==> config.mk <==
export PLATFORM = sky130hd
export DESIGN_NAME = cst_status_core
export DESIGN_NICKNAME = d
export VERILOG_FILES = /design/src/rtl/cst_pkg.sv /design/src/rtl/cst_flag_alu.sv /design/src/rtl/cst_status_core.sv
export SDC_FILE = /design/constraint.sdc
export NUM_CORES = 1
export LEC_CHECK = 0
export BUFFER_PORTS_ARGS = -buffer_cell sky130_fd_sc_hd__buf_4
export CORE_MARGIN = 4
export CORE_UTILIZATION = 33
export CTS_CLUSTER_DIAMETER = 60
export CTS_CLUSTER_SIZE = 16
export DETAILED_ROUTE_END_ITERATION = 10
export PLACE_DENSITY_LB_ADDON = 0.2
export SLEW_MARGIN = 20
export SYNTH_ARGS = -nofsm -noshare
export SYNTH_HDL_FRONTEND = slang
export SYNTH_SLANG_ARGS = --single-unit
export TNS_END_PERCENT = 50
==> constraint.sdc <==
create_clock -name core_clk_i -period 5 [get_ports core_clk_i]
set_input_delay 0.75 -clock core_clk_i [delete_from_list [all_inputs] [get_ports core_clk_i]]
set_output_delay 0.75 -clock core_clk_i [all_outputs]
set_load 0.03 [all_outputs]
==> src/rtl/cst_pkg.sv <==
// Constants and types for the core status and reset-cause block
package cst_pkg;
  localparam int PC_W = 13;
  localparam logic [12:0] RESTART_ADDR = 13'h0000;
  localparam logic [12:0] IRQ_VECTOR = 13'h0004;
  // Bus map
  localparam logic [7:0] ADR_STATUS = 8'h00;
  localparam logic [7:0] ADR_CAUSE = 8'h04;
  localparam logic [7:0] ADR_CTRL = 8'h08;
  localparam logic [7:0] ADR_RESTART = 8'h0C;
  // Status fields
  localparam int ST_TO = 4;
  localparam int ST_PD = 3;
  localparam int ST_Z = 2;
  localparam int ST_DC = 1;
  localparam int ST_C = 0;
  localparam logic [7:0] STATUS_RST = 8'h18;
  localparam logic [7:0] STATUS_IMPL = 8'h1F;
  localparam logic [7:0] STATUS_WMASK = 8'h07;
  // Reset-cause fields
  localparam int RC_OVF = 7;
  localparam int RC_UNF = 6;
  localparam int RC_WDT = 4;
  localparam int RC_PIN = 3;
  localparam int RC_SOFT = 2;
  localparam int RC_POR = 1;
  localparam int RC_BOR = 0;
  localparam logic [7:0] CAUSE_RST = 8'h1D;
  localparam logic [7:0] CAUSE_IMPL = 8'hDF;
  // Control fields
  localparam int CTRL_STKEN = 0;
  localparam logic [7:0] CTRL_RST = 8'h01;
  // Restart-view fields
  localparam int RV_SLEEP = 16;
  localparam int RV_VPEND = 17;
  // Pin synchroniser reset levels: bit0 brown-out, bit1 reset pin (low active)
  localparam logic [1:0] PIN_RST = 2'b10;
  localparam int PIN_BOR = 0;
  localparam int PIN_EXT = 1;

  typedef enum logic [3:0]
  {
    OP_MOVE = 4'h0,
    OP_ADD = 4'h1,
    OP_SUB = 4'h2,
    OP_AND = 4'h3,
    OP_IOR = 4'h4,
    OP_XOR = 4'h5,
    OP_RRF = 4'h6,
    OP_RLF = 4'h7,
    OP_ZERO_REGISTER_OP = 4'h8
  } cst_op_e;
endpackage : cst_pkg

==> src/rtl/cst_flag_alu.sv <==
// Result and flag computation for one core operation
`timescale 1ns/10ps
module cst_flag_alu
  import cst_pkg::*;
(
  input wire cst_op_e op_i,
  input wire logic [7:0] a_i,
  input wire logic [7:0] b_i,
  input wire logic carry_i,
  output logic [7:0] result_o,
  output logic zero_o,
  output logic nibble_carry_o,
  output logic carry_o,
  output logic [2:0] affect_o
);
  logic [8:0] sum;
  logic [4:0] low_sum;
  logic [7:0] addend;
  logic add_cin;

  assign addend = (op_i == OP_SUB) ? ~b_i : b_i;
  assign add_cin = (op_i == OP_SUB);
  assign sum = {1'b0, a_i} + {1'b0, addend} + {8'h00, add_cin};
  assign low_sum = {1'b0, a_i[3:0]} + {1'b0, addend[3:0]} + {4'h0, add_cin};

  always_comb
  begin
    result_o = a_i;
    carry_o = carry_i;
    nibble_carry_o = 1'b0;
    affect_o = 3'b000;
    unique case (op_i)
      OP_ADD, OP_SUB:
      begin
        result_o = sum[7:0];
        carry_o = sum[8];
        nibble_carry_o = low_sum[4];
        affect_o = 3'b111;
      end
      OP_AND:
      begin
        result_o = a_i & b_i;
        affect_o = 3'b100;
      end
      OP_IOR:
      begin
        result_o = a_i | b_i;
        affect_o = 3'b100;
      end
      OP_XOR:
      begin
        result_o = a_i ^ b_i;
        affect_o = 3'b100;
      end
      OP_RRF:
      begin
        result_o = {carry_i, a_i[7:1]};
        carry_o = a_i[0];
        affect_o = 3'b001;
      end
      OP_RLF:
      begin
        result_o = {a_i[6:0], carry_i};
        carry_o = a_i[7];
        affect_o = 3'b001;
      end
      OP_ZERO_REGISTER_OP:
      begin
        result_o = 8'h00;
        affect_o = 3'b100;
      end
      OP_MOVE:
      begin
        result_o = a_i;
      end
      default:
      begin
        result_o = a_i;
      end
    endcase
  end

  assign zero_o = (result_o == 8'h00);
endmodule : cst_flag_alu

==> src/rtl/cst_status_core.sv <==
// Status flags, reset-cause flags and restart control with Wishbone access
`timescale 1ns/10ps
module cst_status_core
  import cst_pkg::*;
(
  input wire logic core_clk_i,
  input wire logic rst_i,
  // Wishbone slave
  input wire logic wb_cyc_i,
  input wire logic wb_stb_i,
  input wire logic wb_we_i,
  input wire logic [7:0] wb_adr_i,
  input wire logic [3:0] wb_sel_i,
  input wire logic [31:0] wb_dat_i,
  output logic [31:0] wb_dat_o,
  output logic wb_ack_o,
  // Core operation port
  input wire logic op_valid_i,
  input wire cst_op_e op_code_i,
  input wire logic [7:0] op_a_i,
  input wire logic [7:0] op_b_i,
  input wire logic op_dest_status_i,
  output logic [7:0] op_result_o,
  // Core events, same clock
  input wire logic instr_done_i,
  input wire logic [12:0] pc_i,
  input wire logic watchdog_clear_op_i,
  input wire logic sleep_op_i,
  input wire logic reset_op_i,
  input wire logic watchdog_timeout_i,
  input wire logic irq_wake_i,
  input wire logic global_irq_enable_i,
  input wire logic stack_over_i,
  input wire logic stack_under_i,
  // Asynchronous sources
  input wire logic brownout_i,
  input wire logic external_reset_pin_n_i,
  // Program counter control and state
  output logic restart_o,
  output logic [12:0] restart_addr_o,
  output logic push_return_o,
  output logic sleeping_o,
  output logic [7:0] status_o,
  output logic [7:0] reset_cause_o
);
  logic [7:0] status_r;
  logic [7:0] status_nxt;
  logic [7:0] cause_r;
  logic [7:0] cause_nxt;
  logic [7:0] ctrl_r;
  logic [7:0] ctrl_nxt;
  logic sleep_r;
  logic sleep_nxt;
  logic vpend_r;
  logic vpend_nxt;
  logic restart_r;
  logic restart_nxt;
  logic [12:0] raddr_r;
  logic [12:0] raddr_nxt;
  logic push_r;
  logic push_nxt;
  logic [7:0] result_r;
  logic ack_r;
  logic [31:0] rdat_r;

  // Pin synchronisers
  logic [1:0] pin_raw;
  logic [1:0] pin_s1_r;
  logic [1:0] pin_s2_r;
  logic [1:0] pin_s3_r;
  logic [1:0] pin_lvl_r;
  logic [1:0] pin_chg;

  assign pin_raw = {external_reset_pin_n_i, brownout_i};

  genvar gi;
  generate
    for (gi = 0; gi < 2; gi++)
    begin : g_pin
      always_ff @(posedge core_clk_i)
      begin
        if (rst_i)
        begin
          pin_s1_r[gi] <= PIN_RST[gi];
          pin_s2_r[gi] <= PIN_RST[gi];
          pin_s3_r[gi] <= PIN_RST[gi];
          pin_lvl_r[gi] <= PIN_RST[gi];
        end
        else
        begin
          pin_s1_r[gi] <= pin_raw[gi];
          pin_s2_r[gi] <= pin_s1_r[gi];
          pin_s3_r[gi] <= pin_s2_r[gi];
          if (pin_s2_r[gi] == pin_s3_r[gi])
          begin
            pin_lvl_r[gi] <= pin_s3_r[gi];
          end
        end
      end
      assign pin_chg[gi] = (pin_s2_r[gi] == pin_s3_r[gi]) &&
                           (pin_s3_r[gi] != pin_lvl_r[gi]);
    end
  endgenerate

  // Reset and wake source events
  wire bor_evt = pin_chg[PIN_BOR] & pin_s3_r[PIN_BOR];
  wire pin_evt = pin_chg[PIN_EXT] & ~pin_s3_r[PIN_EXT];
  wire wdt_evt = watchdog_timeout_i;
  wire stk_en = ctrl_r[CTRL_STKEN];
  wire ovf_evt = stack_over_i & stk_en;
  wire unf_evt = stack_under_i & stk_en;
  wire irq_evt = irq_wake_i & sleep_r;

  // Operation result and flags
  logic [7:0] alu_result;
  logic alu_zero;
  logic alu_dc;
  logic alu_c;
  logic [2:0] alu_affect;

  cst_flag_alu u_alu
  (
    .op_i(op_code_i),
    .a_i(op_a_i),
    .b_i(op_b_i),
    .carry_i(status_r[ST_C]),
    .result_o(alu_result),
    .zero_o(alu_zero),
    .nibble_carry_o(alu_dc),
    .carry_o(alu_c),
    .affect_o(alu_affect)
  );

  // Bus decode
  wire bus_req = wb_cyc_i & wb_stb_i & ~ack_r;
  wire bus_wr = bus_req & wb_we_i & wb_sel_i[0];
  wire hit_status = (wb_adr_i == ADR_STATUS);
  wire hit_cause = (wb_adr_i == ADR_CAUSE);
  wire hit_ctrl = (wb_adr_i == ADR_CTRL);
  wire hit_restart = (wb_adr_i == ADR_RESTART);
  wire [7:0] wbyte = wb_dat_i[7:0];
  wire op_flags = op_valid_i & (alu_affect != 3'b000);
  wire op_to_status = op_valid_i & op_dest_status_i;
  wire [7:0] flag_vec = {5'b00000, alu_zero, alu_dc, alu_c};
  wire [7:0] aff_vec = {5'b00000, alu_affect};
  wire [31:0] restart_view = {14'h0000, vpend_r, sleep_r, 3'b000, raddr_r};
  wire [31:0] rdat_nxt = hit_status ? {24'h000000, status_r} :
                         hit_cause ? {24'h000000, cause_r} :
                         hit_ctrl ? {24'h000000, ctrl_r} :
                         hit_restart ? restart_view : 32'h00000000;

  always_comb
  begin
    status_nxt = status_r;
    cause_nxt = cause_r;
    ctrl_nxt = ctrl_r;
    sleep_nxt = sleep_r;
    vpend_nxt = vpend_r;
    restart_nxt = 1'b0;
    raddr_nxt = raddr_r;
    push_nxt = 1'b0;
    // Software writes: only low flags of status are writable
    if (bus_wr && hit_status)
    begin
      status_nxt = (status_r & ~STATUS_WMASK) | (wbyte & STATUS_WMASK);
    end
    if (bus_wr && hit_cause)
    begin
      cause_nxt = wbyte & CAUSE_IMPL;
    end
    if (bus_wr && hit_ctrl)
    begin
      ctrl_nxt = {7'h00, wbyte[CTRL_STKEN]};
    end
    // Core write with status as destination
    if (op_to_status)
    begin
      if (op_flags)
      begin
        // Affected low flags take hardware values; all other bits keep their value, result dropped
        status_nxt = (status_r & ~STATUS_WMASK) |
                     (status_r & STATUS_WMASK & ~aff_vec);
      end
      else
      begin
        status_nxt = (status_r & ~STATUS_WMASK) |
                     (alu_result & STATUS_WMASK);
      end
    end
    if (op_flags)
    begin
      status_nxt = (status_nxt & ~aff_vec) | (flag_vec & aff_vec);
    end
    // Watchdog clear and sleep entry
    if (watchdog_clear_op_i)
    begin
      status_nxt[ST_TO] = 1'b1;
      status_nxt[ST_PD] = 1'b1;
    end
    else if (sleep_op_i)
    begin
      status_nxt[ST_TO] = 1'b1;
      status_nxt[ST_PD] = 1'b0;
      sleep_nxt = 1'b1;
    end
    // Vector entry after the instruction following an interrupt wake
    if (vpend_r && instr_done_i)
    begin
      vpend_nxt = 1'b0;
      restart_nxt = 1'b1;
      raddr_nxt = IRQ_VECTOR;
      push_nxt = 1'b1;
    end
    // Reset and wake sources, highest priority first, applied after all other updates
    if (bor_evt)
    begin
      cause_nxt[RC_OVF] = 1'b0;
      cause_nxt[RC_UNF] = 1'b0;
      cause_nxt[RC_PIN] = 1'b1;
      cause_nxt[RC_SOFT] = 1'b1;
      cause_nxt[RC_BOR] = 1'b0;
      status_nxt[ST_TO] = 1'b1;
      status_nxt[ST_PD] = 1'b1;
      sleep_nxt = 1'b0;
      vpend_nxt = 1'b0;
      push_nxt = 1'b0;
      restart_nxt = 1'b1;
      raddr_nxt = RESTART_ADDR;
    end
    else if (pin_evt)
    begin
      cause_nxt[RC_PIN] = 1'b0;
      if (sleep_r)
      begin
        status_nxt[ST_TO] = 1'b1;
        status_nxt[ST_PD] = 1'b0;
      end
      sleep_nxt = 1'b0;
      vpend_nxt = 1'b0;
      push_nxt = 1'b0;
      restart_nxt = 1'b1;
      raddr_nxt = RESTART_ADDR;
    end
    else if (wdt_evt && sleep_r)
    begin
      status_nxt[ST_TO] = 1'b0;
      status_nxt[ST_PD] = 1'b0;
      sleep_nxt = 1'b0;
      restart_nxt = 1'b1;
      raddr_nxt = pc_i + 13'h0001;
    end
    else if (wdt_evt)
    begin
      cause_nxt[RC_WDT] = 1'b0;
      status_nxt[ST_TO] = 1'b0;
      vpend_nxt = 1'b0;
      push_nxt = 1'b0;
      restart_nxt = 1'b1;
      raddr_nxt = RESTART_ADDR;
    end
    else if (ovf_evt || unf_evt)
    begin
      if (ovf_evt)
      begin
        cause_nxt[RC_OVF] = 1'b1;
      end
      if (unf_evt)
      begin
        cause_nxt[RC_UNF] = 1'b1;
      end
      sleep_nxt = 1'b0;
      vpend_nxt = 1'b0;
      push_nxt = 1'b0;
      restart_nxt = 1'b1;
      raddr_nxt = RESTART_ADDR;
    end
    else if (reset_op_i)
    begin
      cause_nxt[RC_SOFT] = 1'b0;
      sleep_nxt = 1'b0;
      vpend_nxt = 1'b0;
      push_nxt = 1'b0;
      restart_nxt = 1'b1;
      raddr_nxt = RESTART_ADDR;
    end
    else if (irq_evt)
    begin
      status_nxt[ST_TO] = 1'b1;
      status_nxt[ST_PD] = 1'b0;
      sleep_nxt = 1'b0;
      vpend_nxt = global_irq_enable_i;
      restart_nxt = 1'b1;
      raddr_nxt = pc_i + 13'h0001;
    end
    status_nxt = status_nxt & STATUS_IMPL;
  end

  // Flag and restart state
  always_ff @(posedge core_clk_i)
  begin
    if (rst_i)
    begin
      status_r <= STATUS_RST;
      cause_r <= CAUSE_RST;
      ctrl_r <= CTRL_RST;
      sleep_r <= 1'b0;
      vpend_r <= 1'b0;
      restart_r <= 1'b0;
      raddr_r <= RESTART_ADDR;
      push_r <= 1'b0;
    end
    else
    begin
      status_r <= status_nxt;
      cause_r <= cause_nxt;
      ctrl_r <= ctrl_nxt;
      sleep_r <= sleep_nxt;
      vpend_r <= vpend_nxt;
      restart_r <= restart_nxt;
      raddr_r <= raddr_nxt;
      push_r <= push_nxt;
    end
  end

  // Operation result register
  always_ff @(posedge core_clk_i)
  begin
    if (rst_i)
    begin
      result_r <= 8'h00;
    end
    else if (op_valid_i)
    begin
      result_r <= alu_result;
    end
  end

  // Bus answer: one wait state, ack one cycle
  always_ff @(posedge core_clk_i)
  begin
    if (rst_i)
    begin
      ack_r <= 1'b0;
      rdat_r <= 32'h00000000;
    end
    else
    begin
      ack_r <= bus_req;
      if (bus_req)
      begin
        rdat_r <= rdat_nxt;
      end
    end
  end

  assign wb_ack_o = ack_r;
  assign wb_dat_o = rdat_r;
  assign op_result_o = result_r;
  assign restart_o = restart_r;
  assign restart_addr_o = raddr_r;
  assign push_return_o = push_r;
  assign sleeping_o = sleep_r;
  assign status_o = status_r;
  assign reset_cause_o = cause_r;
endmodule : cst_status_core

==> results.tsv, run 1 <==
metric	value	unit
grt_pass1_vias	3847	
num_rows	41	
ir_drop	0.199	mV
fin_worst_skew	0.00712	ns
post-cts-setup-buffer-count	0	
antenna_found_initial	0	
post-dp-hpwl	10.5	mm
hold_path.class	reg2reg	
drcViolationCount	0	
clock_path_buffers	2	
path_clk_slew	0.05	ns
yosys.area.top_type	dfxtp_1	
ys_seq_area_frac	0.284	
relSlewSlack	0.394	
avgSynthCellArea	8.25	sq um
crit_arrival	3.49	ns
maxCapViolCount	0	
synth.area.top_cells	dfxtp_1 (28%), ha_1 (7.4%), nor2_1 (5.2%), a22oi_1 (4.3%), buf_4 (4.3%)	
ctsHoldBuffers	0	
clock_latency	0.32	ns
firstDrtPassIters	5	
async_reset_ff_frac	0	
end_kind	register	
netlist_area	4370	sq um
ios	168	
max_freq	0.307	GHz
total_power	1.43	mW
start_util	0.342	
num_vias	4167	
power_leakage	2.45	nW
cts-root-buf	clkbuf_16	
gr-usage-all-layers	0.169	
dieArea	15200	sq um
cts_buffers	9	
placed_cells	789	
ys_warn_count	0	
critical_path_class	in2reg	
die_y	123	um
grt_overflow	0	
power.density	260	nW/um^2
cts_tree	yes	
synth_edf_count	0	
syn_to_final_growth	26.1	%
ant_nets	0	
grt_pass1_wl	20.2	mm
cp_max_fo	26	
die_w	123	um
routed_wl	13.5	mm
rsz0062_at_grt	no	
post_cts_resized	0	
setup_viol	0	
routedWlPerCell	16.8	um
antenna_cells	0	
vias_per_cell	5.18	
status	finished clean	
slew_viol_final	0	
final_cells	805	
max_slew.worst_pin.slew	0.907	ns
ys_seq_elements	62	
timing.final.crit_period	3.25	ns
core	12800	sq um
synthCells	530	
final_nets	750	
grt_max_degree	38	
start_kind	input port	
ys.flop_type	dfxtp_1	
fin_tns_setup	0	ns
drt-initial-drc-count	382	
clock-sinks	62	
drive_gt1_frac	0.240	
gp_congestion	0.862	
htreeDepth	3	
synth_top_area_frac	0.284	
post-route-period-util	0.651	
portBuffers	118	
cp.required	5.23	ns
synth.distinct_cells	74	
finalHoldViolCount	0	
-- state kept, by name (all words and copies together), names as in the netlist, named ones only --
name	flops
pin_s2_r	2
wb_ack_o	1
restart_o	1
push_return_o	1
wb_dat_o	15
op_result_o	8
pin_lvl_r	2
ctrl_r	1
pin_s1_r	2
pin_s3_r	2
reset_cause_o	7
restart_addr_o	13
sleeping_o	1
status_o	4
vpend_r	1
-- metal layers --
metal / global-route usage / vias to the layer above / wire, um
met1: 0.224 / 1925 / 5980
li1: - / 2063 / -
met2: 0.282 / 166 / 6390
met4: 0.0408 / 0 / 127
met5: 0 / - / 0
met3: 0.0371 / 13 / 1030
-- kinds of logic (layout without fill, tap and decap cells) --
group / count (synthesis) / after routing / synth area share
AND/OR/NAND/NOR: 172 / 172 / 0.202
AO/OA/AOI/OAI: 133 / 133 / 0.218
buffers and inverters: 86 / 169 / 0.102
flip-flops: 62 / 62 / 0.284
adder cells (fa/ha/maj): 27 / 27 / 0.0790
XOR/XNOR: 25 / 25 / 0.0501
multiplexers: 24 / 24 / 0.0644
other: 1 / 21 / 0.000858
-- through the flow --
| step | util | cell area [sq um] | hold WS (ns) | setup WS, ns |
|---|---|---|---|---|
| finish | 0.432 | 5510 | 0.405 | 1.75 |
| global placement | 0.410 | 5240 | 0.395 | 1.42 |
| CTS | 0.432 | 5510 | 0.405 | 1.78 |
| detailed placement | 0.410 | 5240 | 0.392 | 1.43 |
| floorplan | - | 4450 | 0.389 | 1.93 |
| global route | 0.432 | 5510 | 0.430 | 1.51 |
-- cell usage in the layout, fill, tap and decap left out, types with 10 or more instances in the layout --
cell type,Yosys,layout
nor3_1,10,10
nand2_1,25,25
buf_4,25,119
ha_1,26,26
o21ai_0,23,23
a22oi_1,25,25
xnor2_1,20,20
nor2_1,61,61
inv_1,33,33
nand3_1,19,19
mux2i_1,18,18
dfxtp_1,62,62
a21oi_1,23,23
conb_1,1,21
-- where the power goes --
part	total [mW]	internal [mW]	switching, mW	leakage (nW)
Combinational	0.336	0.133	0.202	1.81
Sequential	0.522	0.509	0.0131	0.505
Clock	0.573	0.349	0.224	0.132
Total	1.43	0.991	0.440	2.45
-- worst max-delay path, cell delays in order --
cell	delay, ns
buf_4	0.25
nor4b_4	0.25
buf_4	0.25
xnor2_1	0.17
inv_1	0.08
fa_1	0.43
nand3b_1	0.24
and3b_1	0.20
o311ai_0	0.48
a21oi_1	0.13
a211oi_1	0.24
-- synth_stat cells (10+ instances only) --
cell	count
xnor2_1	20
ha_1	26
buf_4	25
mux2i_1	18
dfxtp_1	62
nand3_1	19
nor3_1	10
a22oi_1	25
o21ai_0	23
inv_1	33
a21oi_1	23
nand2_1	25
nor2_1	61
clkbuf_1	16
-- worst paths after layout --
path,from,end,slack (ns),depth (start not counted)
setup reg to reg,wb_ack_o,register,2.62,6
setup / recovery,op_code_i[1],op_result_o[4],1.75,11
hold reg to reg,pin_s1_r[1],pin_s2_r[1],0.41,1
hold / removal,pin_s1_r[1],pin_s2_r[1],0.41,1
-- final cells by class --
class / count / area, sq um
Timing Repair Buffer: 119 / 893
Tap cell: 172 / 215
Inverter: 34 / 128
Multi-Input combinational cell: 402 / 2760
Sequential cell: 62 / 1240
Fill cell: 1279 / 7260
Clock buffer: 11 / 243
Clock inverter: 5 / 33.8
No activity file was read; power rests on OpenSTA's default activity.
==> run 2: changes to the inputs <==
==> constraint.sdc (replaced) <==
create_clock -name core_clk_i -period 3.4 [get_ports core_clk_i]
set_input_delay 0.51 -clock core_clk_i [delete_from_list [all_inputs] [get_ports core_clk_i]]
set_output_delay 0.51 -clock core_clk_i [all_outputs]
set_load 0.03 [all_outputs]
==> run 2 against run 1 <==
Total power rose by 56%. First-iteration DRC count fell by 21%. Die area did not move. Clock skew fell by 0.0015 ns. Cell area rose by 1.9%. Clock-buffer cell count fell by 1. Final cell count rose by 1.1%. Hold slack got worse by 0.030 ns. Core utilization rose by 0.83 points. Sequential power rose by 47%. Non-clock buffer count rose by 9. Wire length fell by 1.6%.
==> results.tsv, run 2 (same netlist as run 1, synthesis figures left out) <==
metric	value	unit
status	finished clean	
htreeDepth	3	
crit_arrival	2.96	ns
post_cts_resized	0	
ir_drop	0.277	mV
drive_gt1_frac	0.251	
die_w	123	um
ctsHoldBuffers	0	
cts-root-buf	clkbuf_16	
final_common_cell	buf_4	
cp_slowest_cell	nor4b_4	
die_y	123	um
hold_path.class	in2reg	
ios	168	
path_clk_slew	0.05	ns
max_freq	0.362	GHz
grt_pass1_vias	3950	
clock_path_buffers	2	
critical_path_class	in2reg	
core	12800	sq um
pre_cts_ws	0.305	ns
num_vias	4189	
rsz0062_at_grt	no	
post-dp-hpwl	10.5	mm
final_nets	759	
cts_tree	yes	
grt_pass1_wl	20.5	mm
post-cts-setup-buffer-count	0	
power.density	397	nW/um^2
vias_per_cell	5.15	
start_util	0.342	
layout_common_cells	buf_4 (128), dfxtp_1 (62), nor2_1 (61)	
ant_nets	0	
syn_to_final_growth	28.5	%
maxCapViolCount	0	
seqCellArea	1240	sq um
fin_worst_skew	0.00566	ns
worst_slack	0.641	ns
largest_register_ffs	15	
routed_wl	13.3	mm
drcViolationCount	0	
fillCellCount	1316	
gp_congestion	0.889	
portBuffers	118	
cts_buffers	9	
multi_input_area	2760	sq um
critPathMostFrequentCell	buf_4	
finalHoldViolCount	0	
antenna_cells	0	
cpPeakStageDelay	0.32	ns
path_cells	buf_4 > nor4b_4 > buf_4 > buf_4 > xnor2_1 > ha_1 > a21oi_1 > a21oi_1 > o21a_1 > o32a_1 > o2111ai_1 > o22ai_1	
end_kind	register	
drt-initial-drc-count	301	
gr-usage-all-layers	0.172	
grt_overflow	0	
setup_viol	0	
num_rows	41	
dieArea	15200	sq um
cp_max_fo	6	
grt_max_degree	38	
max_slew.worst_pin.slew	0.731	ns
power_leakage	2.52	nW
clock-sinks	62	
relSlewSlack	0.509	
slew_viol_final	0	
start_kind	input port	
firstDrtPassIters	5	
critPathTopFamily	compound AO/OA/AOI/OAI gates	
clock_latency	0.32	ns
post-route-period-util	0.812	
fin_tns_setup	0	ns
timing.final.crit_period	2.76	ns
path_buf_inv	3	
cp.required	3.60	ns
routedWlPerCell	16.3	um
antenna_found_initial	0	
==> run 2: cell type report <==
class	instances	share of cell area
sequential	62	0.221
clock inverter	6	0.0154
timing repair buffer	128	0.171
inverter	34	0.0227
multi-input combinational	402	0.491
clock buffer	10	0.0407
tap	172	0.0383
==> run 2: worst register-to-register path: stages (launching register included) <==
cell and delay (ns):
dfxtp_1 0.30, nand3b_1 0.15, buf_4 0.21, and4b_1 0.38, nand3b_1 0.38, mux2i_1 0.30, o21ai_0 0.09
==> run 2: power by group <==
part | leakage [nW] | switching, mW | internal (mW) | total (mW)
clock network | 0.152 | 0.322 | 0.640 | 0.962
registers | 0.505 | 0.0187 | 0.749 | 0.768
logic | 1.86 | 0.296 | 0.203 | 0.499
==> run 2: metrics by stage <==
step / power (mW) / hold slack [ns] / utilization / cell area (sq um) / cells
after floorplan: 1.12 / 0.389 / - / 4450 / 550
after global placement: 1.27 / 0.394 / 0.415 / 5300 / 798
after detailed placement: 1.28 / 0.401 / 0.415 / 5300 / 798
after CTS: 2.25 / 0.364 / 0.440 / 5620 / 814
after global routing: 2.34 / 0.373 / 0.440 / 5620 / 814
final: 2.23 / 0.375 / 0.440 / 5620 / 814
==> run 2: worst paths after layout <==
path,from,endpoint,slack (ns),cells past startpoint
max reg2reg,wb_ack_o,reset_cause_o[3],1.46,6
max,op_code_i[2],status_o[2],0.64,12
min,external_reset_pin_n_i,pin_s1_r[1],0.37,2
min reg2reg,pin_s1_r[1],pin_s2_r[1],0.41,1
==> run 2: per-layer routing <==
metal / track usage / vias to the layer above / share of wire
li1: - / 2080 / -
met1: 0.229 / 1940 / 0.45
met2: 0.279 / 149 / 0.46
met3: 0.0398 / 20 / 0.072
met4: 0.0484 / 0 / 0.018
met5: 0 / - / 0
